--- src/eeprom_host_defs.svh ---
`ifndef EEPROM_HOST_DEFS_SVH
`define EEPROM_HOST_DEFS_SVH
// Bus timing: the host makes the serial clock by dividing mclk.
`define CLK_PERIOD_NS 25
`define SCL_QUARTER_NS 250
`define SCL_QUARTER_CYC ((`SCL_QUARTER_NS + `CLK_PERIOD_NS - 1) / `CLK_PERIOD_NS)
`define SUPPLY_READY_DELAY_US 350
`define SUPPLY_READY_DELAY_CYC ((`SUPPLY_READY_DELAY_US * 1000 + `CLK_PERIOD_NS - 1) / `CLK_PERIOD_NS)
`define ADDR_PREFIX 4'hA
`define ADDR_PREFIX_W 4
`define MEM_ADDR_W 13
`define PAGE_BYTES 32
`endif

--- src/eeprom_host_pkg.sv ---
`default_nettype none
package eeprom_host_pkg;
    typedef enum logic [3:0] {
        ST_IDLE = 4'h0,
        ST_START = 4'h1,
        ST_SEND = 4'h3,
        ST_GETACK = 4'h2,
        ST_RECV = 4'h6,
        ST_PUTACK = 4'h7,
        ST_STOP = 4'h5,
        ST_RESTART = 4'h4,
        ST_DONE = 4'hC
    } state_t;
    typedef enum logic [1:0] {
        OP_WRITE = 2'h0,
        OP_READ_CUR = 2'h1,
        OP_READ_SEL = 2'h2
    } op_t;
endpackage
`default_nettype wire

--- src/eeprom_host.sv ---
`include "eeprom_host_defs.svh"
`default_nettype none
module eeprom_host #(
    parameter logic [2:0] VARIANT = 3'h0,
    parameter int READY_CYC = `SUPPLY_READY_DELAY_CYC
) (
    input wire logic mclk,
    input wire logic rst_n,
    input wire logic cmdValid,
    input wire logic [1:0] cmdOp,
    input wire logic [12:0] cmdAddr,
    input wire logic [5:0] cmdLen,
    input wire logic [7:0] wrData,
    output logic wrTake,
    output logic [7:0] rdData,
    output logic rdValid,
    output logic busy,
    output logic cmdDone,
    output logic sclOut,
    output logic sclOe,
    input wire logic sdaIn,
    output logic sdaOut,
    output logic sdaOe
);
    localparam int QC = `SCL_QUARTER_CYC;
    eeprom_host_pkg::state_t st_r, st_nxt;
    logic [1:0] sdaSync_r;
    logic [7:0] qcnt_r, qcnt_nxt;
    logic [1:0] ph_r, ph_nxt;
    logic [3:0] bit_r, bit_nxt;
    logic [7:0] sh_r, sh_nxt;
    logic [2:0] byteIdx_r, byteIdx_nxt;
    logic [5:0] left_r, left_nxt;
    logic [1:0] op_r, op_nxt;
    logic [12:0] addr_r, addr_nxt;
    logic [5:0] len_r, len_nxt;
    logic readPhase_r, readPhase_nxt;
    logic [15:0] pu_r, pu_nxt;
    logic scl_r, scl_nxt, sdaLow_r, sdaLow_nxt;
    logic wrTake_r, wrTake_nxt, rdValid_r, rdValid_nxt, done_r, done_nxt;
    logic busy_r, busy_nxt;
    logic [7:0] rd_r, rd_nxt;
    logic tick;
    wire logic sdaS = sdaSync_r[1];

    assign tick = (qcnt_r == 8'(QC - 1));

    always_ff @(posedge mclk or negedge rst_n) begin
        if (!rst_n) begin
            sdaSync_r <= 2'h3;
        end else begin
            sdaSync_r <= {sdaSync_r[0], sdaIn};
        end
    end

    // The address byte for this build: fixed prefix, variant bits, direction.
    function automatic logic [7:0] devByte(input logic rd);
        devByte = {`ADDR_PREFIX, VARIANT, rd};
    endfunction

    always_comb begin
        st_nxt = st_r;
        qcnt_nxt = tick ? 8'h00 : 8'(qcnt_r + 8'h01);
        ph_nxt = ph_r;
        bit_nxt = bit_r;
        sh_nxt = sh_r;
        byteIdx_nxt = byteIdx_r;
        left_nxt = left_r;
        op_nxt = op_r;
        addr_nxt = addr_r;
        len_nxt = len_r;
        readPhase_nxt = readPhase_r;
        pu_nxt = (pu_r != 16'h0000) ? 16'(pu_r - 16'h0001) : pu_r;
        scl_nxt = scl_r;
        sdaLow_nxt = sdaLow_r;
        wrTake_nxt = 1'b0;
        rdValid_nxt = 1'b0;
        done_nxt = 1'b0;
        rd_nxt = rd_r;
        if (st_r == eeprom_host_pkg::ST_IDLE) begin
            qcnt_nxt = 8'h00;
            ph_nxt = 2'h0;
            // Commands wait out the supply ready delay and an idle bus.
            if (cmdValid && pu_r == 16'h0000 && sdaS) begin
                op_nxt = cmdOp;
                addr_nxt = cmdAddr;
                len_nxt = (cmdLen == 6'h00) ? 6'h01 : cmdLen;
                readPhase_nxt = (cmdOp == eeprom_host_pkg::OP_READ_CUR);
                st_nxt = eeprom_host_pkg::ST_START;
            end
        end else if (tick) begin
            ph_nxt = 2'(ph_r + 2'h1);
            case (st_r)
                eeprom_host_pkg::ST_START, eeprom_host_pkg::ST_RESTART: begin
                    // Data falls while the clock is high.
                    case (ph_r)
                        2'h0: begin
                            sdaLow_nxt = 1'b0;
                            scl_nxt = 1'b0;
                        end
                        2'h1: scl_nxt = 1'b1;
                        2'h2: sdaLow_nxt = 1'b1;
                        default: begin
                            scl_nxt = 1'b0;
                            byteIdx_nxt = 3'h0;
                            bit_nxt = 4'h0;
                            sh_nxt = devByte(readPhase_r);
                            st_nxt = eeprom_host_pkg::ST_SEND;
                        end
                    endcase
                end
                eeprom_host_pkg::ST_SEND, eeprom_host_pkg::ST_GETACK, eeprom_host_pkg::ST_RECV,
                eeprom_host_pkg::ST_PUTACK: begin
                    case (ph_r)
                        2'h0: begin
                            // Data changes only while the clock is low.
                            if (st_r == eeprom_host_pkg::ST_SEND) sdaLow_nxt = ~sh_r[7];
                            else if (st_r == eeprom_host_pkg::ST_PUTACK) sdaLow_nxt = (left_r != 6'h01);
                            else sdaLow_nxt = 1'b0;
                        end
                        2'h1: scl_nxt = 1'b1;
                        2'h2: begin
                            if (st_r == eeprom_host_pkg::ST_RECV) sh_nxt = {sh_r[6:0], sdaS};
                            if (st_r == eeprom_host_pkg::ST_GETACK && sdaS) begin
                                // Refused: device busy or absent; the STOP waits until the clock is low again.
                                readPhase_nxt = (op_r == eeprom_host_pkg::OP_READ_CUR);
                                byteIdx_nxt = 3'h7;
                            end
                        end
                        default: begin
                            scl_nxt = 1'b0;
                            if (st_r == eeprom_host_pkg::ST_SEND) begin
                                sh_nxt = {sh_r[6:0], 1'b1};
                                bit_nxt = 4'(bit_r + 4'h1);
                                if (bit_r == 4'h7) st_nxt = eeprom_host_pkg::ST_GETACK;
                            end else if (st_r == eeprom_host_pkg::ST_RECV) begin
                                bit_nxt = 4'(bit_r + 4'h1);
                                if (bit_r == 4'h7) begin
                                    st_nxt = eeprom_host_pkg::ST_PUTACK;
                                    rd_nxt = sh_r;
                                    rdValid_nxt = 1'b1;
                                end
                            end else if (st_r == eeprom_host_pkg::ST_PUTACK) begin
                                bit_nxt = 4'h0;
                                left_nxt = 6'(left_r - 6'h01);
                                st_nxt = (left_r == 6'h01) ? eeprom_host_pkg::ST_STOP : eeprom_host_pkg::ST_RECV;
                            end else if (st_r == eeprom_host_pkg::ST_GETACK && byteIdx_r == 3'h7) begin
                                // A STOP frees the bus before the whole request is retried.
                                st_nxt = eeprom_host_pkg::ST_STOP;
                            end else if (st_r == eeprom_host_pkg::ST_GETACK && byteIdx_r != 3'h7) begin
                                bit_nxt = 4'h0;
                                // Data bytes all share index three, so a long page never reaches the refusal mark.
                                byteIdx_nxt = (byteIdx_r == 3'h3) ? 3'h3 : 3'(byteIdx_r + 3'h1);
                                if (readPhase_r) begin
                                    left_nxt = len_r;
                                    st_nxt = eeprom_host_pkg::ST_RECV;
                                end else if (byteIdx_r == 3'h0) begin
                                    sh_nxt = {3'h0, addr_r[12:8]};
                                    st_nxt = eeprom_host_pkg::ST_SEND;
                                end else if (byteIdx_r == 3'h1) begin
                                    sh_nxt = addr_r[7:0];
                                    left_nxt = len_r;
                                    st_nxt = eeprom_host_pkg::ST_SEND;
                                end else if (op_r == eeprom_host_pkg::OP_READ_SEL) begin
                                    readPhase_nxt = 1'b1;
                                    st_nxt = eeprom_host_pkg::ST_RESTART;
                                end else if (left_r != 6'h00) begin
                                    // Host does not cap at one page; runs longer than 32 bytes would wrap in the device.
                                    sh_nxt = wrData;
                                    wrTake_nxt = 1'b1;
                                    left_nxt = 6'(left_r - 6'h01);
                                    st_nxt = eeprom_host_pkg::ST_SEND;
                                end else begin
                                    st_nxt = eeprom_host_pkg::ST_STOP;
                                end
                            end
                        end
                    endcase
                end
                eeprom_host_pkg::ST_STOP: begin
                    case (ph_r)
                        2'h0: sdaLow_nxt = 1'b1;
                        2'h1: scl_nxt = 1'b1;
                        2'h2: sdaLow_nxt = 1'b0;
                        default: begin
                            if (byteIdx_r == 3'h7) begin
                                st_nxt = eeprom_host_pkg::ST_START;
                            end else begin
                                st_nxt = eeprom_host_pkg::ST_DONE;
                                done_nxt = 1'b1;
                            end
                        end
                    endcase
                end
                default: st_nxt = eeprom_host_pkg::ST_IDLE;
            endcase
        end
        busy_nxt = (st_nxt != eeprom_host_pkg::ST_IDLE);
    end

    always_ff @(posedge mclk or negedge rst_n) begin
        if (!rst_n) begin
            st_r <= eeprom_host_pkg::ST_IDLE;
            qcnt_r <= 8'h00;
            ph_r <= 2'h0;
            bit_r <= 4'h0;
            sh_r <= 8'h00;
            byteIdx_r <= 3'h0;
            left_r <= 6'h00;
            op_r <= 2'h0;
            addr_r <= 13'h0000;
            len_r <= 6'h00;
            readPhase_r <= 1'b0;
            pu_r <= 16'(READY_CYC);
            scl_r <= 1'b1;
            sdaLow_r <= 1'b0;
            wrTake_r <= 1'b0;
            rdValid_r <= 1'b0;
            done_r <= 1'b0;
            rd_r <= 8'hFF;
            busy_r <= 1'b0;
        end else begin
            st_r <= st_nxt;
            qcnt_r <= qcnt_nxt;
            ph_r <= ph_nxt;
            bit_r <= bit_nxt;
            sh_r <= sh_nxt;
            byteIdx_r <= byteIdx_nxt;
            left_r <= left_nxt;
            op_r <= op_nxt;
            addr_r <= addr_nxt;
            len_r <= len_nxt;
            readPhase_r <= readPhase_nxt;
            pu_r <= pu_nxt;
            scl_r <= scl_nxt;
            sdaLow_r <= sdaLow_nxt;
            wrTake_r <= wrTake_nxt;
            rdValid_r <= rdValid_nxt;
            done_r <= done_nxt;
            rd_r <= rd_nxt;
            busy_r <= busy_nxt;
        end
    end

    assign sclOut = 1'b0;
    assign sclOe = scl_r;
    assign sdaOut = 1'b0;
    assign sdaOe = ~sdaLow_r;
    assign wrTake = wrTake_r;
    assign rdValid = rdValid_r;
    assign rdData = rd_r;
    assign cmdDone = done_r;
    assign busy = busy_r;

    AST_SDA_STABLE: assert property (@(posedge mclk) disable iff (!rst_n)
        (scl_r && $past(scl_r) && (st_r == eeprom_host_pkg::ST_SEND || st_r == eeprom_host_pkg::ST_GETACK
        || st_r == eeprom_host_pkg::ST_RECV || st_r == eeprom_host_pkg::ST_PUTACK)) |-> $stable(sdaLow_r))
        else $error("Data changed while clock high.");
    AST_START_FORM: assert property (@(posedge mclk) disable iff (!rst_n)
        ($rose(sdaLow_r) && scl_r) |-> (st_r == eeprom_host_pkg::ST_START || st_r == eeprom_host_pkg::ST_RESTART))
        else $error("Data fell under high clock outside start.");
    AST_STOP_FORM: assert property (@(posedge mclk) disable iff (!rst_n)
        ($fell(sdaLow_r) && scl_r) |-> (st_r == eeprom_host_pkg::ST_STOP))
        else $error("Data rose under high clock outside stop.");
    AST_NO_EARLY_CMD: assert property (@(posedge mclk) disable iff (!rst_n)
        (pu_r != 16'h0000) |-> (st_r == eeprom_host_pkg::ST_IDLE))
        else $error("Command before supply ready delay.");
    AST_ACK_RELEASE: assert property (@(posedge mclk) disable iff (!rst_n)
        (st_r == eeprom_host_pkg::ST_GETACK && scl_r) |-> !sdaLow_r)
        else $error("Host drove data during acknowledge slot.");
    AST_RD_NACK_LAST: assert property (@(posedge mclk) disable iff (!rst_n)
        (st_r == eeprom_host_pkg::ST_PUTACK && scl_r && left_r == 6'h01) |-> !sdaLow_r)
        else $error("Last read byte was acknowledged.");
    AST_RD_ACK_MORE: assert property (@(posedge mclk) disable iff (!rst_n)
        (st_r == eeprom_host_pkg::ST_PUTACK && scl_r && left_r > 6'h01) |-> sdaLow_r)
        else $error("Middle read byte not acknowledged.");
    AST_SCL_PERIOD: assert property (@(posedge mclk) disable iff (!rst_n)
        $rose(scl_r) |-> scl_r [*8])
        else $error("Clock high phase too short.");
    AST_REFUSE_RETRY: assert property (@(posedge mclk) disable iff (!rst_n)
        (st_r == eeprom_host_pkg::ST_STOP && byteIdx_r == 3'h7 && tick && ph_r == 2'h3)
        |=> (st_r == eeprom_host_pkg::ST_START))
        else $error("Refused request not retried.");
endmodule
`default_nettype wire

--- config.mk ---
export PLATFORM = sky130hd
export DESIGN_NAME = eeprom_host
export DESIGN_NICKNAME = d
export VERILOG_FILES = /design/src/eeprom_host_pkg.sv /design/src/eeprom_host.sv
export VERILOG_INCLUDE_DIRS = /design/src
export SDC_FILE = /design/constraint.sdc
export NUM_CORES = 1
export LEC_CHECK = 0
export BUFFER_PORTS_ARGS = -buffer_cell sky130_fd_sc_hd__buf_2
export CAP_MARGIN = 30
export CORE_UTILIZATION = 30
export DETAILED_ROUTE_END_ITERATION = 10
export GPL_ROUTABILITY_DRIVEN = 0
export SETUP_SLACK_MARGIN = 0.5
export SLEW_MARGIN = 40
export SYNTH_ARGS = -nofsm -noshare
export SYNTH_HDL_FRONTEND = slang
export SYNTH_SLANG_ARGS = --single-unit
--- constraint.sdc ---
create_clock -name mclk -period 2.6 [get_ports mclk]
set_input_delay 0.65 -clock mclk [delete_from_list [all_inputs] [get_ports mclk]]
set_output_delay 0.65 -clock mclk [all_outputs]
set_load 0.005 [all_outputs]
# Word level (Yosys, flattened, before mapping)
# Cells that the tools add are included.
# word_totals
inputBits	33
register_bits	89
# classes
add_sub_neg	6
muxes	117
reduce_logical	34
n_eq_ne	55
bitwise_logic	6
# op_table
cell	count
2-to-1 mux 8 bit	14
2-to-1 mux 4 bit	21
2-to-1 mux 6 bit	9
2-to-1 mux 1 bit	44
2-to-1 mux 3 bit	13
inequality test 3 bit, second input constant	12
one-hot mux 8 bit (2 select lines)	2
inequality test 4 bit, second input constant	6
AND reduction 11 bit	2
== test 4 x 3 -> 1 bit, second input constant	5
zero test 16 bit	1
inequality test 2 bit, second input constant	8
nonzero test 16 bit	1
subtractor 16 x 1 -> 16 bit, second input constant	1
AND reduction 7 bit	2
AND reduction 13 bit	1
inequality test 3 x 2 -> 1 bit, second input constant	4
inequality test 6 bit, second input constant	2
one-hot mux 3 bit (2 select lines)	2
one-hot mux 4 bit (3 select lines)	1
AND reduction 6 bit	2
inequality test 5 bit, second input constant	2
one-hot mux 1 bit (2 select lines)	5
AND reduction 10 bit	1
other kinds (33)	57

# Longest topological paths before layout
# Gate-level depths: netlist of run 1.
# logic_depth
ltp_word	16
ltp_mapped	8
depth_no_buf	7

# Worst setup path before layout of run 1
# No wires, ideal clock.
# synth_path
kind	flip-flop to flip-flop
from	register pu_r[9]
to	register addr_r[0]
t_required_ns	2.475
setup_slack_ns	0.307
stages_incl_launch_ff	6
setup_time_ns	0.125
arrival_time_ns	2.168
cell_sequence	dfstp_2 > or4_4 > or4b_4 > nor3_4 > buf_4 > mux2_2
# synth_between
elab_chain_cells	4
# synth_rtl
element	line_no	rtl
from (decl)	eeprom_host.sv:38	logic [15:0] pu_r, pu_nxt;
from (signal assigned)	eeprom_host.sv:214	pu_r <= 16'(READY_CYC);
from (signal assigned)	eeprom_host.sv:234	pu_r <= pu_nxt;
zero test 16 bit	eeprom_host.sv:84	if (cmdValid && pu_r == 16'h0000 && sdaS) begin
logical AND 1 bit (2 in a row)	eeprom_host.sv:84	
AND reduction 2 bit (no line)	n/a	
to (signal assigned)	eeprom_host.sv:231	addr_r <= addr_nxt;
to (decl)	eeprom_host.sv:35	logic [12:0] addr_r, addr_nxt;
# Every way passes these cells.
# A chain may end at the register's enable or synchronous reset.

# Final worst setup path of run 1
# layout_path
from	register pu_r[9]
to	register readPhase_r
# layout_between
elab_chain_cells	5
# layout_rtl
element	line_no	rtl
zero test 16 bit	eeprom_host.sv:84	
logical AND 1 bit (2 in a row)	eeprom_host.sv:84	
inequality test 2 x 1 -> 1 bit (no line)	n/a	
AND reduction 10 bit (no line)	n/a	
to (signal assigned)	eeprom_host.sv:233	readPhase_r <= readPhase_nxt;
to (decl)	eeprom_host.sv:37	logic readPhase_r, readPhase_nxt;
# Every way passes these cells.

==> results of run 1 <==
[cell usage after synthesis, types with 5 or more instances]
cell type	number	share of area
sky130_fd_sc_hd__a21o_1	5	0.0077
sky130_fd_sc_hd__a21oi_1	21	0.022
sky130_fd_sc_hd__a22oi_1	8	0.012
sky130_fd_sc_hd__a2bb2oi_1	12	0.022
sky130_fd_sc_hd__clkbuf_1	19	0.015
sky130_fd_sc_hd__dfrtp_1	71	0.36
sky130_fd_sc_hd__dfstp_2	18	0.097
sky130_fd_sc_hd__ha_1	14	0.036
sky130_fd_sc_hd__inv_1	25	0.019
sky130_fd_sc_hd__mux2_1	5	0.012
sky130_fd_sc_hd__mux2_2	25	0.058
sky130_fd_sc_hd__mux2i_1	9	0.018
sky130_fd_sc_hd__nand2_1	28	0.022
sky130_fd_sc_hd__nand3_1	18	0.018
sky130_fd_sc_hd__nor2_1	32	0.025
sky130_fd_sc_hd__nor2b_1	8	0.010
sky130_fd_sc_hd__nor3_1	15	0.015
sky130_fd_sc_hd__o211ai_1	13	0.020
sky130_fd_sc_hd__o21ai_0	19	0.020
sky130_fd_sc_hd__or3_1	6	0.0077
sky130_fd_sc_hd__or4_1	5	0.0077
sky130_fd_sc_hd__xnor2_1	11	0.020
sky130_fd_sc_hd__xor2_1	8	0.014
[layout make-up]
cell class / instances / area (um2) / area share
clock buffers: 13 / 250 / 0.0397
clock inverters: 1 / 5.00 / 0.000794
inverters: 25 / 93.8 / 0.0149
multi-input cells: 336 / 2700 / 0.429
flip-flops and latches: 89 / 2250 / 0.358
well taps: 216 / 270 / 0.0429
repair buffers: 101 / 724 / 0.115
[stage by stage]
| step | cells | cell area (um2) | utilization | hold WS [ps] | setup WS (ps) |
|---|---|---|---|---|---|
| after floorplan | 475 | 4900 | - | 345 | 307 |
| after global placement | 735 | 5470 | 0.344 | 346 | 184 |
| after detailed placement | 735 | 5470 | 0.344 | 350 | 143 |
| after CTS | 769 | 5980 | 0.377 | 303 | 220 |
| after global routing | 781 | 6300 | 0.397 | 338 | 172 |
| final | 781 | 6300 | 0.397 | 295 | 216 |
[worst max-delay path: cells and delay by family, from the launching register on]
kind,cells,cell delay [ps]
AO/OA/AOI/OAI,1,130
buffers and inverters,1,170
flip-flops,1,370
multiplexers,1,310
AND/OR/NAND/NOR,3,1280
[registers in the layout, indices dropped and copies added, names as in the netlist, 2 cells and up]
signal and count:
sh_r 8, pu_r 16, addr_r 13, bit_r 4, sdaSync_r 2, len_r 6
qcnt_r 8, st_r 4, op_r 2, left_r 6, byteIdx_r 3, ph_r 2
rdData 8
[what timing repair did]
item                                    CTS  global route
pin swaps                                10            10
endpoints found under the setup margin   50            56
setup buffers                            19            11
gates resized for setup                  28            48
cloned                                    1             1
[cells by family after synthesis]
kind of cell,after synthesis
AOI/OAI and AO/OA,107
xor gates and xnor gates,19
adders and majority gates,14
buffers and inverters,50
DFF,89
muxes,40
other,1
and+or+nand+nor,154
[final timing paths]
kind / start / to / slack [ps] / cells past startpoint
worst max-delay path: pu_r[9] / readPhase_r / 220 / 6
worst min-delay path: rst_n / len_r[3] / 290 / 1
worst max register to register: pu_r[9] / readPhase_r / 220 / 6
worst min register to register: sdaSync_r[0] / sdaSync_r[1] / 360 / 0
max in group asynchronous: rst_n / rdData[0] / 1580 / 2
min in group mclk: sdaSync_r[0] / sdaSync_r[1] / 360 / 0
[per-layer routing]
layer / share of wire / up-vias
met3: 0.050 / 29
li1: - / 1881
met1: 0.44 / 1969
met2: 0.48 / 121
met4: 0.025 / 0
met5: 0 / -
[report_power, final]
part	internal (mW)	switching, mW
Clock	0.662	0.507
Sequential	1.64	0.213
Combinational	0.649	0.588
==> impl_table.tex, run 1 <==
\begin{tabular}{lr}
\hline
Metric & Value \\
\hline
\multicolumn{2}{l}{\textbf{Flow run}} \\
Maxcap violations & 0 \\
\multicolumn{2}{l}{\textbf{Synthesis}} \\
Number of flops mapped to enable cells by yosys & 0 \\
Sequential-to-total area share from yosys stat & 0.462 \\
Post-synthesis mux area share & 0.0909 \\
Ys async rst share & 1.00 \\
Warnings, synthesis & 0 \\
Xor and xnor fraction of the mapped netlist area & 0.0341 \\
Post-synthesis share of cell area spent on full adders, half adders and majority gates & 0.0359 \\
Complex-gate fraction of the synthesized area & 0.157 \\
Simple-Gate Fraction of Synth Area & 0.177 \\
Count of state elements after synthesis & 89 \\
Netlist cell types & 68 \\
Cell count after synthesis & 474 \\
Dominant combinational cell family by area after synthesis & simple AND/OR/NAND/NOR gates \\
Syn avg cell area & 10.3 um2 \\
Synth Cell Area & 4870 um2 \\
Post-synth top flop & sky130\_fd\_sc\_hd\_\_dfrtp\_1 \\
\multicolumn{2}{l}{\textbf{Power}} \\
Pwr dens & 676 nW/um2 \\
Total power of the final layout & 4.26 mW \\
Worst ir drop on vdd & 0.000377 V \\
Pleak & 2.83 nW \\
\multicolumn{2}{l}{\textbf{Global routing}} \\
GRT Max-Usage Layer & met2 \\
Global routing usage on met1 & 0.202 \\
Global-route met2 utilization & 0.250 \\
Final global-route overflow total & 0 \\
Number of antenna violations at the first check in global routing & 1 \\
Number of global-route vias before repair & 4,054 \\
Global-route track usage on met3 & 0.0334 \\
Wire length of the first global-routing pass & 20,200 um \\
Global-route total usage across every layer & 0.157 \\
Largest net degree at the start of global routing & 51 \\
\multicolumn{2}{l}{\textbf{Place}} \\
Port-buffer cells & 46 \\
Detail Placement HPWL & 8730 um \\
\multicolumn{2}{l}{\textbf{STA}} \\
Unrepaired setup endpoints after global routing & true \\
Setup skew after layout & 13.0 ps \\
Maximum clock rate & 0.419 GHz \\
Final Hold Fails & 0 \\
\# setup viols final & 0 \\
Setup Total Neg Slack & 0 ps \\
Final critical path time including I/O delays and setup & 2380 ps \\
Max-slew headroom & 0.623 \\
Final clock period utilization by the worst path & 0.917 \\
Slew Limit Fails & 0 \\
Transition at the pin with the smallest max-transition slack & 565 ps \\
\multicolumn{2}{l}{\textbf{Floorplanning}} \\
Horizontal die dimension & 129 um \\
Standard cell core area & 15,900 um2 \\
Area enclosed by the die boundary & 16,800 um2 \\
Row cnt & 46 \\
Initial core utilization & 0.307 \\
Number of placed I/O pins & 49 \\
Die height & 129 um \\
\multicolumn{2}{l}{\textbf{Critical path}} \\
CP Data Required Time & 2830 ps \\
Crit. End Element & flip-flop \\
Critical path launch point type & flip-flop \\
Critical Setup Path Class & reg -> reg \\
Worst path arrival time & 2610 ps \\
Highest fanout seen on the critical path & 4 \\
Cells along the critical path & or4\_4 > or4b\_4 > nor3\_4 > buf\_6 > o221ai\_2 > mux2\_4 \\
Slowest cell on the critical path & sky130\_fd\_sc\_hd\_\_or4\_4 \\
Largest stage delay, worst path & 540 ps \\
\multicolumn{2}{l}{\textbf{Routing}} \\
Per-cell routed wire length & 16.4 um \\
Detailed-route DRC error count & 0 \\
Post-DR vias/cell & 5.12 \\
Antenna-violating nets left & 0 \\
Number of detailed-route iterations in the first pass & 5 \\
Number of DRC violations after detailed-routing iteration 0 & 266 \\
Post-Route WL & 12,800 um \\
Total vias in the final route & 4,000 \\
\multicolumn{2}{l}{\textbf{Clocking}} \\
Clk Latency, worst-skew pair & 350 ps \\
Total number of clock tree sinks & 89 \\
Number of levels in the clock H-tree & 3 \\
Clock tree from TritonCTS & yes \\
Maximum clock insertion buffer count & 2 \\
Hold buffer count at cts & 0 \\
Post-CTS clock slew at the launch and capture registers of the worst setup and hold paths & 60 ps \\
Number of clock buffers inserted by TritonCTS & 9 \\
Cell chosen for the clock root & sky130\_fd\_sc\_hd\_\_clkbuf\_16 \\
\multicolumn{2}{l}{\textbf{Worst hold path}} \\
Path class of the lowest-slack min-delay path & in -> async \\
\multicolumn{2}{l}{\textbf{Final layout}} \\
Number of fill cells in the layout & 1,592 \\
Layout-stage area growth over the synthesis result & 29.3\% \\
Fraction of layout instances using a drive strength above 1 & 0.381 \\
Most frequent cells in the layout & 67 x sky130\_fd\_sc\_hd\_\_dfrtp\_1, 45 x sky130\_fd\_sc\_hd\_\_buf\_2, 43 x sky130\_fd\_sc\_hd\_\_buf\_4, 29 x sky130\_fd\_sc\_hd\_\_nor2\_1, 28 x sky130\_fd\_sc\_hd\_\_nand2\_1 \\
\# nets final & 609 \\
Most common cell after layout, fill and taps aside & sky130\_fd\_sc\_hd\_\_dfrtp\_1 \\
N\_diodes & 0 \\
\multicolumn{2}{l}{\textbf{Status}} \\
Result of the run & finished clean \\
\hline
\end{tabular}
Note: power is estimated with default switching activity, not from simulation.
==> run 2, diff against run 1 <==
==> constraint.sdc (replaced) <==
create_clock -name mclk -period 2.4 [get_ports mclk]
set_input_delay 0.6 -clock mclk [delete_from_list [all_inputs] [get_ports mclk]]
set_output_delay 0.6 -clock mclk [all_outputs]
set_load 0.005 [all_outputs]
==> impl_table.tex, run 2 (same netlist as run 1, synthesis figures left out) <==
\begin{tabular}{lr}
\hline
Metric & Value \\
\hline
\multicolumn{2}{l}{\textbf{Floorplanning}} \\
Die height & 129 um (unchanged) \\
Horizontal die dimension & 129 um (unchanged) \\
Row cnt & 46 (unchanged) \\
Area enclosed by the die boundary & 16,800 um2 (unchanged) \\
Standard cell core area & 15,900 um2 (unchanged) \\
Initial core utilization & 0.307 (unchanged) \\
Number of placed I/O pins & 49 (unchanged) \\
\multicolumn{2}{l}{\textbf{Clocking}} \\
Total number of clock tree sinks & 89 (unchanged) \\
Hold buffer count at cts & 0 (unchanged) \\
Number of clock buffers inserted by TritonCTS & 9 (unchanged) \\
Number of levels in the clock H-tree & 3 (unchanged) \\
Maximum clock insertion buffer count & 2 (unchanged) \\
Post-CTS clock slew at the launch and capture registers of the worst setup and hold paths & 60 ps (about the same) \\
Clk Latency, worst-skew pair & 350 ps (about the same) \\
Cell chosen for the clock root & sky130\_fd\_sc\_hd\_\_clkbuf\_16 (unchanged) \\
Clock tree from TritonCTS & yes (unchanged) \\
\multicolumn{2}{l}{\textbf{Critical path}} \\
Crit. End Element & flip-flop (unchanged) \\
Largest stage delay, worst path & 520 ps (was 540 ps) \\
Highest fanout seen on the critical path & 8 (was 4) \\
Family of cells with the greatest summed delay on the critical path & simple AND/OR/NAND/NOR gates (unchanged) \\
Critical Setup Path Class & reg -> reg (unchanged) \\
Worst path arrival time & 2530 ps (was 2610 ps) \\
Cells along the critical path & or4\_4 > or4b\_4 > nor3\_4 > buf\_6 > buf\_12 > mux2\_4 (was or4\_4 > or4b\_4 > nor3\_4 > buf\_6 > o221ai\_2 > mux2\_4) \\
CP Data Required Time & 2630 ps (was 2830 ps) \\
Slowest cell on the critical path & sky130\_fd\_sc\_hd\_\_or4\_4 (unchanged) \\
Number of buffer and inverter instances along the worst setup path & 2 (was 1) \\
Critical path launch point type & flip-flop (unchanged) \\
\multicolumn{2}{l}{\textbf{Power}} \\
Worst ir drop on vdd & 0.000363 V (was 0.000377 V) \\
Pwr dens & 741 nW/um2 (was 676 nW/um2) \\
Combinational share of power & 0.291 (was 0.290) \\
Int Power & 3.33 mW (was 2.95 mW) \\
Pleak & 2.88 nW (was 2.83 nW) \\
Power share of the clock group & 0.295 (was 0.275) \\
Share of power burned in registers & 0.414 (was 0.435) \\
Net Sw Frac & 0.306 (was 0.307) \\
Reported net switching power & 1.47 mW (was 1.31 mW) \\
\multicolumn{2}{l}{\textbf{STA}} \\
Setup skew after layout & 5.34 ps (was 13.0 ps) \\
Final critical path time including I/O delays and setup & 2300 ps (was 2380 ps) \\
\# setup viols final & 0 (unchanged) \\
Setup Total Neg Slack & 0 ps (unchanged) \\
Unrepaired setup endpoints after global routing & true (unchanged) \\
Final clock period utilization by the worst path & 0.958 (was 0.917) \\
Slew Limit Fails & 0 (unchanged) \\
Maximum clock rate & 0.435 GHz (was 0.419 GHz) \\
Final Hold Fails & 0 (unchanged) \\
\multicolumn{2}{l}{\textbf{Final layout}} \\
Most common cell after layout, fill and taps aside & sky130\_fd\_sc\_hd\_\_dfrtp\_1 (unchanged) \\
Most frequent cells in the layout & 68 x sky130\_fd\_sc\_hd\_\_dfrtp\_1, 45 x sky130\_fd\_sc\_hd\_\_buf\_2, 39 x sky130\_fd\_sc\_hd\_\_buf\_4, 29 x sky130\_fd\_sc\_hd\_\_nor2\_1, 26 x sky130\_fd\_sc\_hd\_\_nand2\_1 (was 67 x sky130\_fd\_sc\_hd\_\_dfrtp\_1, 45 x sky130\_fd\_sc\_hd\_\_buf\_2, 43 x sky130\_fd\_sc\_hd\_\_buf\_4, 29 x sky130\_fd\_sc\_hd\_\_nor2\_1, 28 x sky130\_fd\_sc\_hd\_\_nand2\_1) \\
\# nets final & 611 (was 609) \\
Fraction of layout instances using a drive strength above 1 & 0.420 (was 0.381) \\
Largest registers & pu\_r x16, addr\_r x13 (unchanged) \\
Reg with most FFs & pu\_r (unchanged) \\
Post-route cell area & 6490 um2 (was 6300 um2) \\
Layout-stage area growth over the synthesis result & 33.1\% (was 29.3\%) \\
Final core area utilization & 0.408 (was 0.397) \\
Flip-flop count of the largest register, all copies and words added & 16 (unchanged) \\
N\_diodes & 0 (unchanged) \\
\multicolumn{2}{l}{\textbf{Routing}} \\
Number of DRC violations after detailed-routing iteration 0 & 256 (was 266) \\
Antenna-violating nets left & 0 (unchanged) \\
Post-DR vias/cell & 5.06 (was 5.12) \\
Post-Route WL & 12,300 um (was 12,800 um) \\
Per-cell routed wire length & 15.6 um (was 16.4 um) \\
Number of detailed-route iterations in the first pass & 4 (was 5) \\
Detailed-route DRC error count & 0 (unchanged) \\
Total vias in the final route & 3,972 (was 4,000) \\
\multicolumn{2}{l}{\textbf{Global routing}} \\
Final global-route overflow total & 0 (unchanged) \\
Number of global-route vias before repair & 4,016 (was 4,054) \\
Wire length of the first global-routing pass & 20,100 um (was 20,200 um) \\
Largest net degree at the start of global routing & 44 (was 51) \\
Number of antenna violations at the first check in global routing & 0 (was 1) \\
Global-route total usage across every layer & 0.153 (was 0.157) \\
\multicolumn{2}{l}{\textbf{Place}} \\
Detail Placement HPWL & 8660 um (was 8730 um) \\
Port-buffer cells & 46 (unchanged) \\
Area after DPL & 5620 um2 (was 5470 um2) \\
\multicolumn{2}{l}{\textbf{Flow run}} \\
Maxcap violations & 0 (unchanged) \\
\multicolumn{2}{l}{\textbf{Status}} \\
Result of the run & finished clean (unchanged) \\
\multicolumn{2}{l}{\textbf{Worst hold path}} \\
Path class of the lowest-slack min-delay path & in -> async (unchanged) \\
\hline
\end{tabular}
==> run 2: cell types whose count changed in the layout (fill, tap and decap cells not counted), moves of 3 or more <==
cell,change
sky130_fd_sc_hd__mux2_2,-6
sky130_fd_sc_hd__mux2_4,+7
sky130_fd_sc_hd__o21ai_1,+4
sky130_fd_sc_hd__o21ai_0,-5
sky130_fd_sc_hd__buf_4,-4
sky130_fd_sc_hd__a2bb2oi_1,-3
sky130_fd_sc_hd__a2bb2oi_2,+4
sky130_fd_sc_hd__buf_6,+6
sky130_fd_sc_hd__or3_4,+3
sky130_fd_sc_hd__or3_1,-3
sky130_fd_sc_hd__nor3_1,-3
==> run 2: metrics by stage <==
step | total power [mW] | hold WS, ps | setup slack [ps] | instances
6_report | 4.80 | 159 | 102 | 785
3_5_place_dp | 3.11 | 349 | 33.1 | 745
3_3_place_gp | 3.07 | 348 | 71.1 | 745
5_1_grt | 5.06 | 184 | 26.2 | 785
2_1_floorplan | 2.72 | 304 | 107 | 475
4_1_cts | 4.75 | 157 | 25.8 | 780
==> run 2: worst reg2reg max path, cell delays in order (launching register included) <==
cell and delay (ps):
sky130_fd_sc_hd__dfstp_2 370, sky130_fd_sc_hd__or4_4 520, sky130_fd_sc_hd__or4b_4 520, sky130_fd_sc_hd__nor3_4 170
sky130_fd_sc_hd__buf_6 150, sky130_fd_sc_hd__buf_12 140, sky130_fd_sc_hd__mux2_4 310
==> run 2: final timing paths <==
check,startpoint,to,slack [ps],cells after the start
worst max-delay path,pu_r[9],addr_r[9],100,6
worst min-delay path,rst_n,addr_r[10],160,1
worst max register to register,pu_r[9],addr_r[9],100,6
worst min register to register,sdaSync_r[0],sdaSync_r[1],360,0
max in group asynchronous,rst_n,sclOe,1580,2
min in group mclk,sdaIn,sdaSync_r[0],350,1
==> run 2: final cells by class <==
class                           instances  area, um2
Clock buffer                           11        243
Clock inverter                          5       55.1
Fill cell                            1560       9400
Inverter                               25       93.8
Multi-Input combinational cell        336       2800
Sequential cell                        89       2250
Tap cell                              216        270
Timing Repair Buffer                  103        769
==> run 2: routing by layer <==
layer	wire [um]	GRT usage	share of wire
met3	507	0.0310	0.041
met1	5460	0.197	0.45
met5	0	0	0
met2	6060	0.256	0.49
met4	242	0.0561	0.020
==> run 2: power groups by stage <==
stage | combinational, mW | sequential (mW) | clock [mW]
6_report | 1.40 | 1.99 | 1.42
3_5_place_dp | 1.11 | 2.00 | 0
3_3_place_gp | 1.08 | 1.99 | 0
5_1_grt | 1.53 | 2.02 | 1.51
2_1_floorplan | 0.793 | 1.92 | 0
4_1_cts | 1.32 | 1.98 | 1.46
==> run 2: what timing repair did <==
action / in CTS / in global routing
gates resized for setup: 58 / 39
endpoints found under the setup margin: 67 / 70
gates cloned: 1 / 0
buffers inserted: 18 / 5
pin swaps: 18 / 15
==> run 3, diff against run 2 <==
--- a/config.mk
+++ b/config.mk
@@ -11,6 +11,7 @@
 export CORE_UTILIZATION = 30
 export DETAILED_ROUTE_END_ITERATION = 10
 export GPL_ROUTABILITY_DRIVEN = 0
+export PLACE_DENSITY = 0.5
 export SETUP_SLACK_MARGIN = 0.5
 export SLEW_MARGIN = 40
 export SYNTH_ARGS = -nofsm -noshare
==> impl_table.tex, run 3 (same netlist as run 1, synthesis figures left out) <==
\begin{tabular}{lr}
\hline
Metric & Value \\
\hline
\multicolumn{2}{l}{\textbf{Critical path}} \\
Number of buffer and inverter instances along the worst setup path & 2 (unchanged) \\
CP Data Required Time & 2640 ps (was 2630 ps) \\
Critical Setup Path Class & reg -> reg (unchanged) \\
Critical path launch point type & flip-flop (unchanged) \\
Slowest cell on the critical path & sky130\_fd\_sc\_hd\_\_or4\_4 (unchanged) \\
Highest fanout seen on the critical path & 8 (unchanged) \\
Family of cells with the greatest summed delay on the critical path & simple AND/OR/NAND/NOR gates (unchanged) \\
Worst path arrival time & 2550 ps (was 2530 ps) \\
Crit. End Element & flip-flop (unchanged) \\
Cells along the critical path & or4\_4 > or4b\_4 > nor3\_4 > buf\_4 > buf\_16 > mux2\_2 (was or4\_4 > or4b\_4 > nor3\_4 > buf\_6 > buf\_12 > mux2\_4) \\
Largest stage delay, worst path & 530 ps (was 520 ps) \\
Register-to-Register Setup Slack & 90 ps (was 100 ps) \\
\multicolumn{2}{l}{\textbf{Global routing}} \\
Number of antenna violations at the first check in global routing & 0 (unchanged) \\
Number of global-route vias before repair & 4,099 (was 4,016) \\
Global-route total usage across every layer & 0.159 (was 0.153) \\
Largest net degree at the start of global routing & 42 (was 44) \\
Final global-route overflow total & 0 (unchanged) \\
Wire length of the first global-routing pass & 20,600 um (was 20,100 um) \\
\multicolumn{2}{l}{\textbf{Floorplanning}} \\
Initial core utilization & 0.307 (unchanged) \\
Number of placed I/O pins & 49 (unchanged) \\
Die height & 129 um (unchanged) \\
Row cnt & 46 (unchanged) \\
Standard cell core area & 15,900 um2 (unchanged) \\
Horizontal die dimension & 129 um (unchanged) \\
Area enclosed by the die boundary & 16,800 um2 (unchanged) \\
\multicolumn{2}{l}{\textbf{Final layout}} \\
Most common cell after layout, fill and taps aside & sky130\_fd\_sc\_hd\_\_dfrtp\_1 (unchanged) \\
Most frequent cells in the layout & 68 x sky130\_fd\_sc\_hd\_\_dfrtp\_1, 45 x sky130\_fd\_sc\_hd\_\_buf\_2, 42 x sky130\_fd\_sc\_hd\_\_buf\_4, 27 x sky130\_fd\_sc\_hd\_\_nand2\_1, 27 x sky130\_fd\_sc\_hd\_\_nor2\_1 (was 68 x sky130\_fd\_sc\_hd\_\_dfrtp\_1, 45 x sky130\_fd\_sc\_hd\_\_buf\_2, 39 x sky130\_fd\_sc\_hd\_\_buf\_4, 29 x sky130\_fd\_sc\_hd\_\_nor2\_1, 26 x sky130\_fd\_sc\_hd\_\_nand2\_1) \\
Flip-flop count of the largest register, all copies and words added & 16 (unchanged) \\
Final core area utilization & 0.409 (was 0.408) \\
Post-route cell area & 6500 um2 (was 6490 um2) \\
Number of fill cells in the layout & 1,573 (was 1,560) \\
Fraction of layout instances using a drive strength above 1 & 0.407 (was 0.420) \\
Layout-stage area growth over the synthesis result & 33.4\% (was 33.1\%) \\
\# nets final & 617 (was 611) \\
Count of placed standard cells in the final layout, fillers left out & 791 (was 785) \\
Largest registers & pu\_r x16, addr\_r x13 (unchanged) \\
Reg with most FFs & pu\_r (unchanged) \\
N\_diodes & 0 (unchanged) \\
\multicolumn{2}{l}{\textbf{Routing}} \\
Number of detailed-route iterations in the first pass & 5 (was 4) \\
Total vias in the final route & 3,996 (was 3,972) \\
Number of DRC violations after detailed-routing iteration 0 & 209 (was 256) \\
Post-DR vias/cell & 5.05 (was 5.06) \\
Detailed-route DRC error count & 0 (unchanged) \\
Post-Route WL & 12,400 um (was 12,300 um) \\
Per-cell routed wire length & 15.7 um (was 15.6 um) \\
Antenna-violating nets left & 0 (unchanged) \\
\multicolumn{2}{l}{\textbf{Clocking}} \\
Cell chosen for the clock root & sky130\_fd\_sc\_hd\_\_clkbuf\_16 (unchanged) \\
Hold buffer count at cts & 0 (unchanged) \\
Total number of clock tree sinks & 89 (unchanged) \\
Clock tree from TritonCTS & yes (unchanged) \\
Post-CTS clock slew at the launch and capture registers of the worst setup and hold paths & 60 ps (about the same) \\
Maximum clock insertion buffer count & 2 (unchanged) \\
Number of levels in the clock H-tree & 3 (unchanged) \\
Number of clock buffers inserted by TritonCTS & 9 (unchanged) \\
Clk Latency, worst-skew pair & 350 ps (about the same) \\
\multicolumn{2}{l}{\textbf{STA}} \\
Slew Limit Fails & 0 (unchanged) \\
Setup skew after layout & 6.12 ps (was 5.34 ps) \\
Transition at the pin with the smallest max-transition slack & 546 ps \\
Final critical path time including I/O delays and setup & 2310 ps (was 2300 ps) \\
Final clock period utilization by the worst path & 0.963 (was 0.958) \\
Fin Hold WS & 232 ps (was 159 ps) \\
Worst path setup slack after routing & 89.1 ps (was 102 ps) \\
Final Hold Fails & 0 (unchanged) \\
Maximum clock rate & 0.433 GHz (was 0.435 GHz) \\
\# setup viols final & 0 (unchanged) \\
Unrepaired setup endpoints after global routing & true (unchanged) \\
Max-slew headroom & 0.636 \\
Setup Total Neg Slack & 0 ps (unchanged) \\
\multicolumn{2}{l}{\textbf{Worst hold path}} \\
Path class of the lowest-slack min-delay path & in -> async (unchanged) \\
\multicolumn{2}{l}{\textbf{Power}} \\
Pwr dens & 748 nW/um2 (was 741 nW/um2) \\
Total power of the final layout & 4.86 mW (was 4.80 mW) \\
Worst ir drop on vdd & 0.000315 V (was 0.000363 V) \\
Pleak & 2.90 nW (was 2.88 nW) \\
\multicolumn{2}{l}{\textbf{Place}} \\
Detail Placement HPWL & 8700 um (was 8660 um) \\
Setup Slack @ Placement & 43.5 ps (was 33.1 ps) \\
Placed instance count & 747 (was 745) \\
Port-buffer cells & 46 (unchanged) \\
Area after DPL & 5630 um2 (was 5620 um2) \\
\multicolumn{2}{l}{\textbf{Flow run}} \\
Maxcap violations & 0 (unchanged) \\
\multicolumn{2}{l}{\textbf{Status}} \\
Result of the run & finished clean (unchanged) \\
\hline
\end{tabular}
run 3: where the power goes:
part | switching (mW) | total (mW) | internal, mW
logic | 0.674 | 1.42 | 0.744
clock network | 0.585 | 1.45 | 0.861
registers | 0.223 | 2.00 | 1.78
run 3: timing repair:
action,CTS,global route
buffers inserted,21,6
endpoints found under the setup margin,57,70
hold endpoints to repair,0,0
gates cloned,1,0
gates resized for setup,38,48
pin swaps,12,11
run 3: routing by layer:
layer	routed length, um	global-route usage	share of wire	vias up
li1	-	-	-	1907
met1	5820	0.217	0.47	1977
met2	5760	0.244	0.47	93
met3	492	0.0297	0.040	19
met4	307	0.0752	0.025	0
met5	0	0	0	-
run 3: final timing paths:
path,start,endpoint,depth (start not counted)
setup reg to reg,pu_r[9],addr_r[3],6
min in group mclk,sdaIn,sdaSync_r[0],1
hold reg to reg,sdaSync_r[0],sdaSync_r[1],0
setup / recovery,pu_r[9],addr_r[3],6
hold / removal,rst_n,addr_r[1],1
max in group asynchronous,rst_n,pu_r[4],2
run 3: cell type report:
class / instances / area [um2] / share of cell area
Clock inverter: 3 / 40.0 / 0.00616
Multi-Input combinational cell: 336 / 2750 / 0.423
Tap cell: 216 / 270 / 0.0416
Timing Repair Buffer: 109 / 835 / 0.128
Clock buffer: 13 / 260 / 0.0400
Inverter: 25 / 93.8 / 0.0144
Sequential cell: 89 / 2250 / 0.347
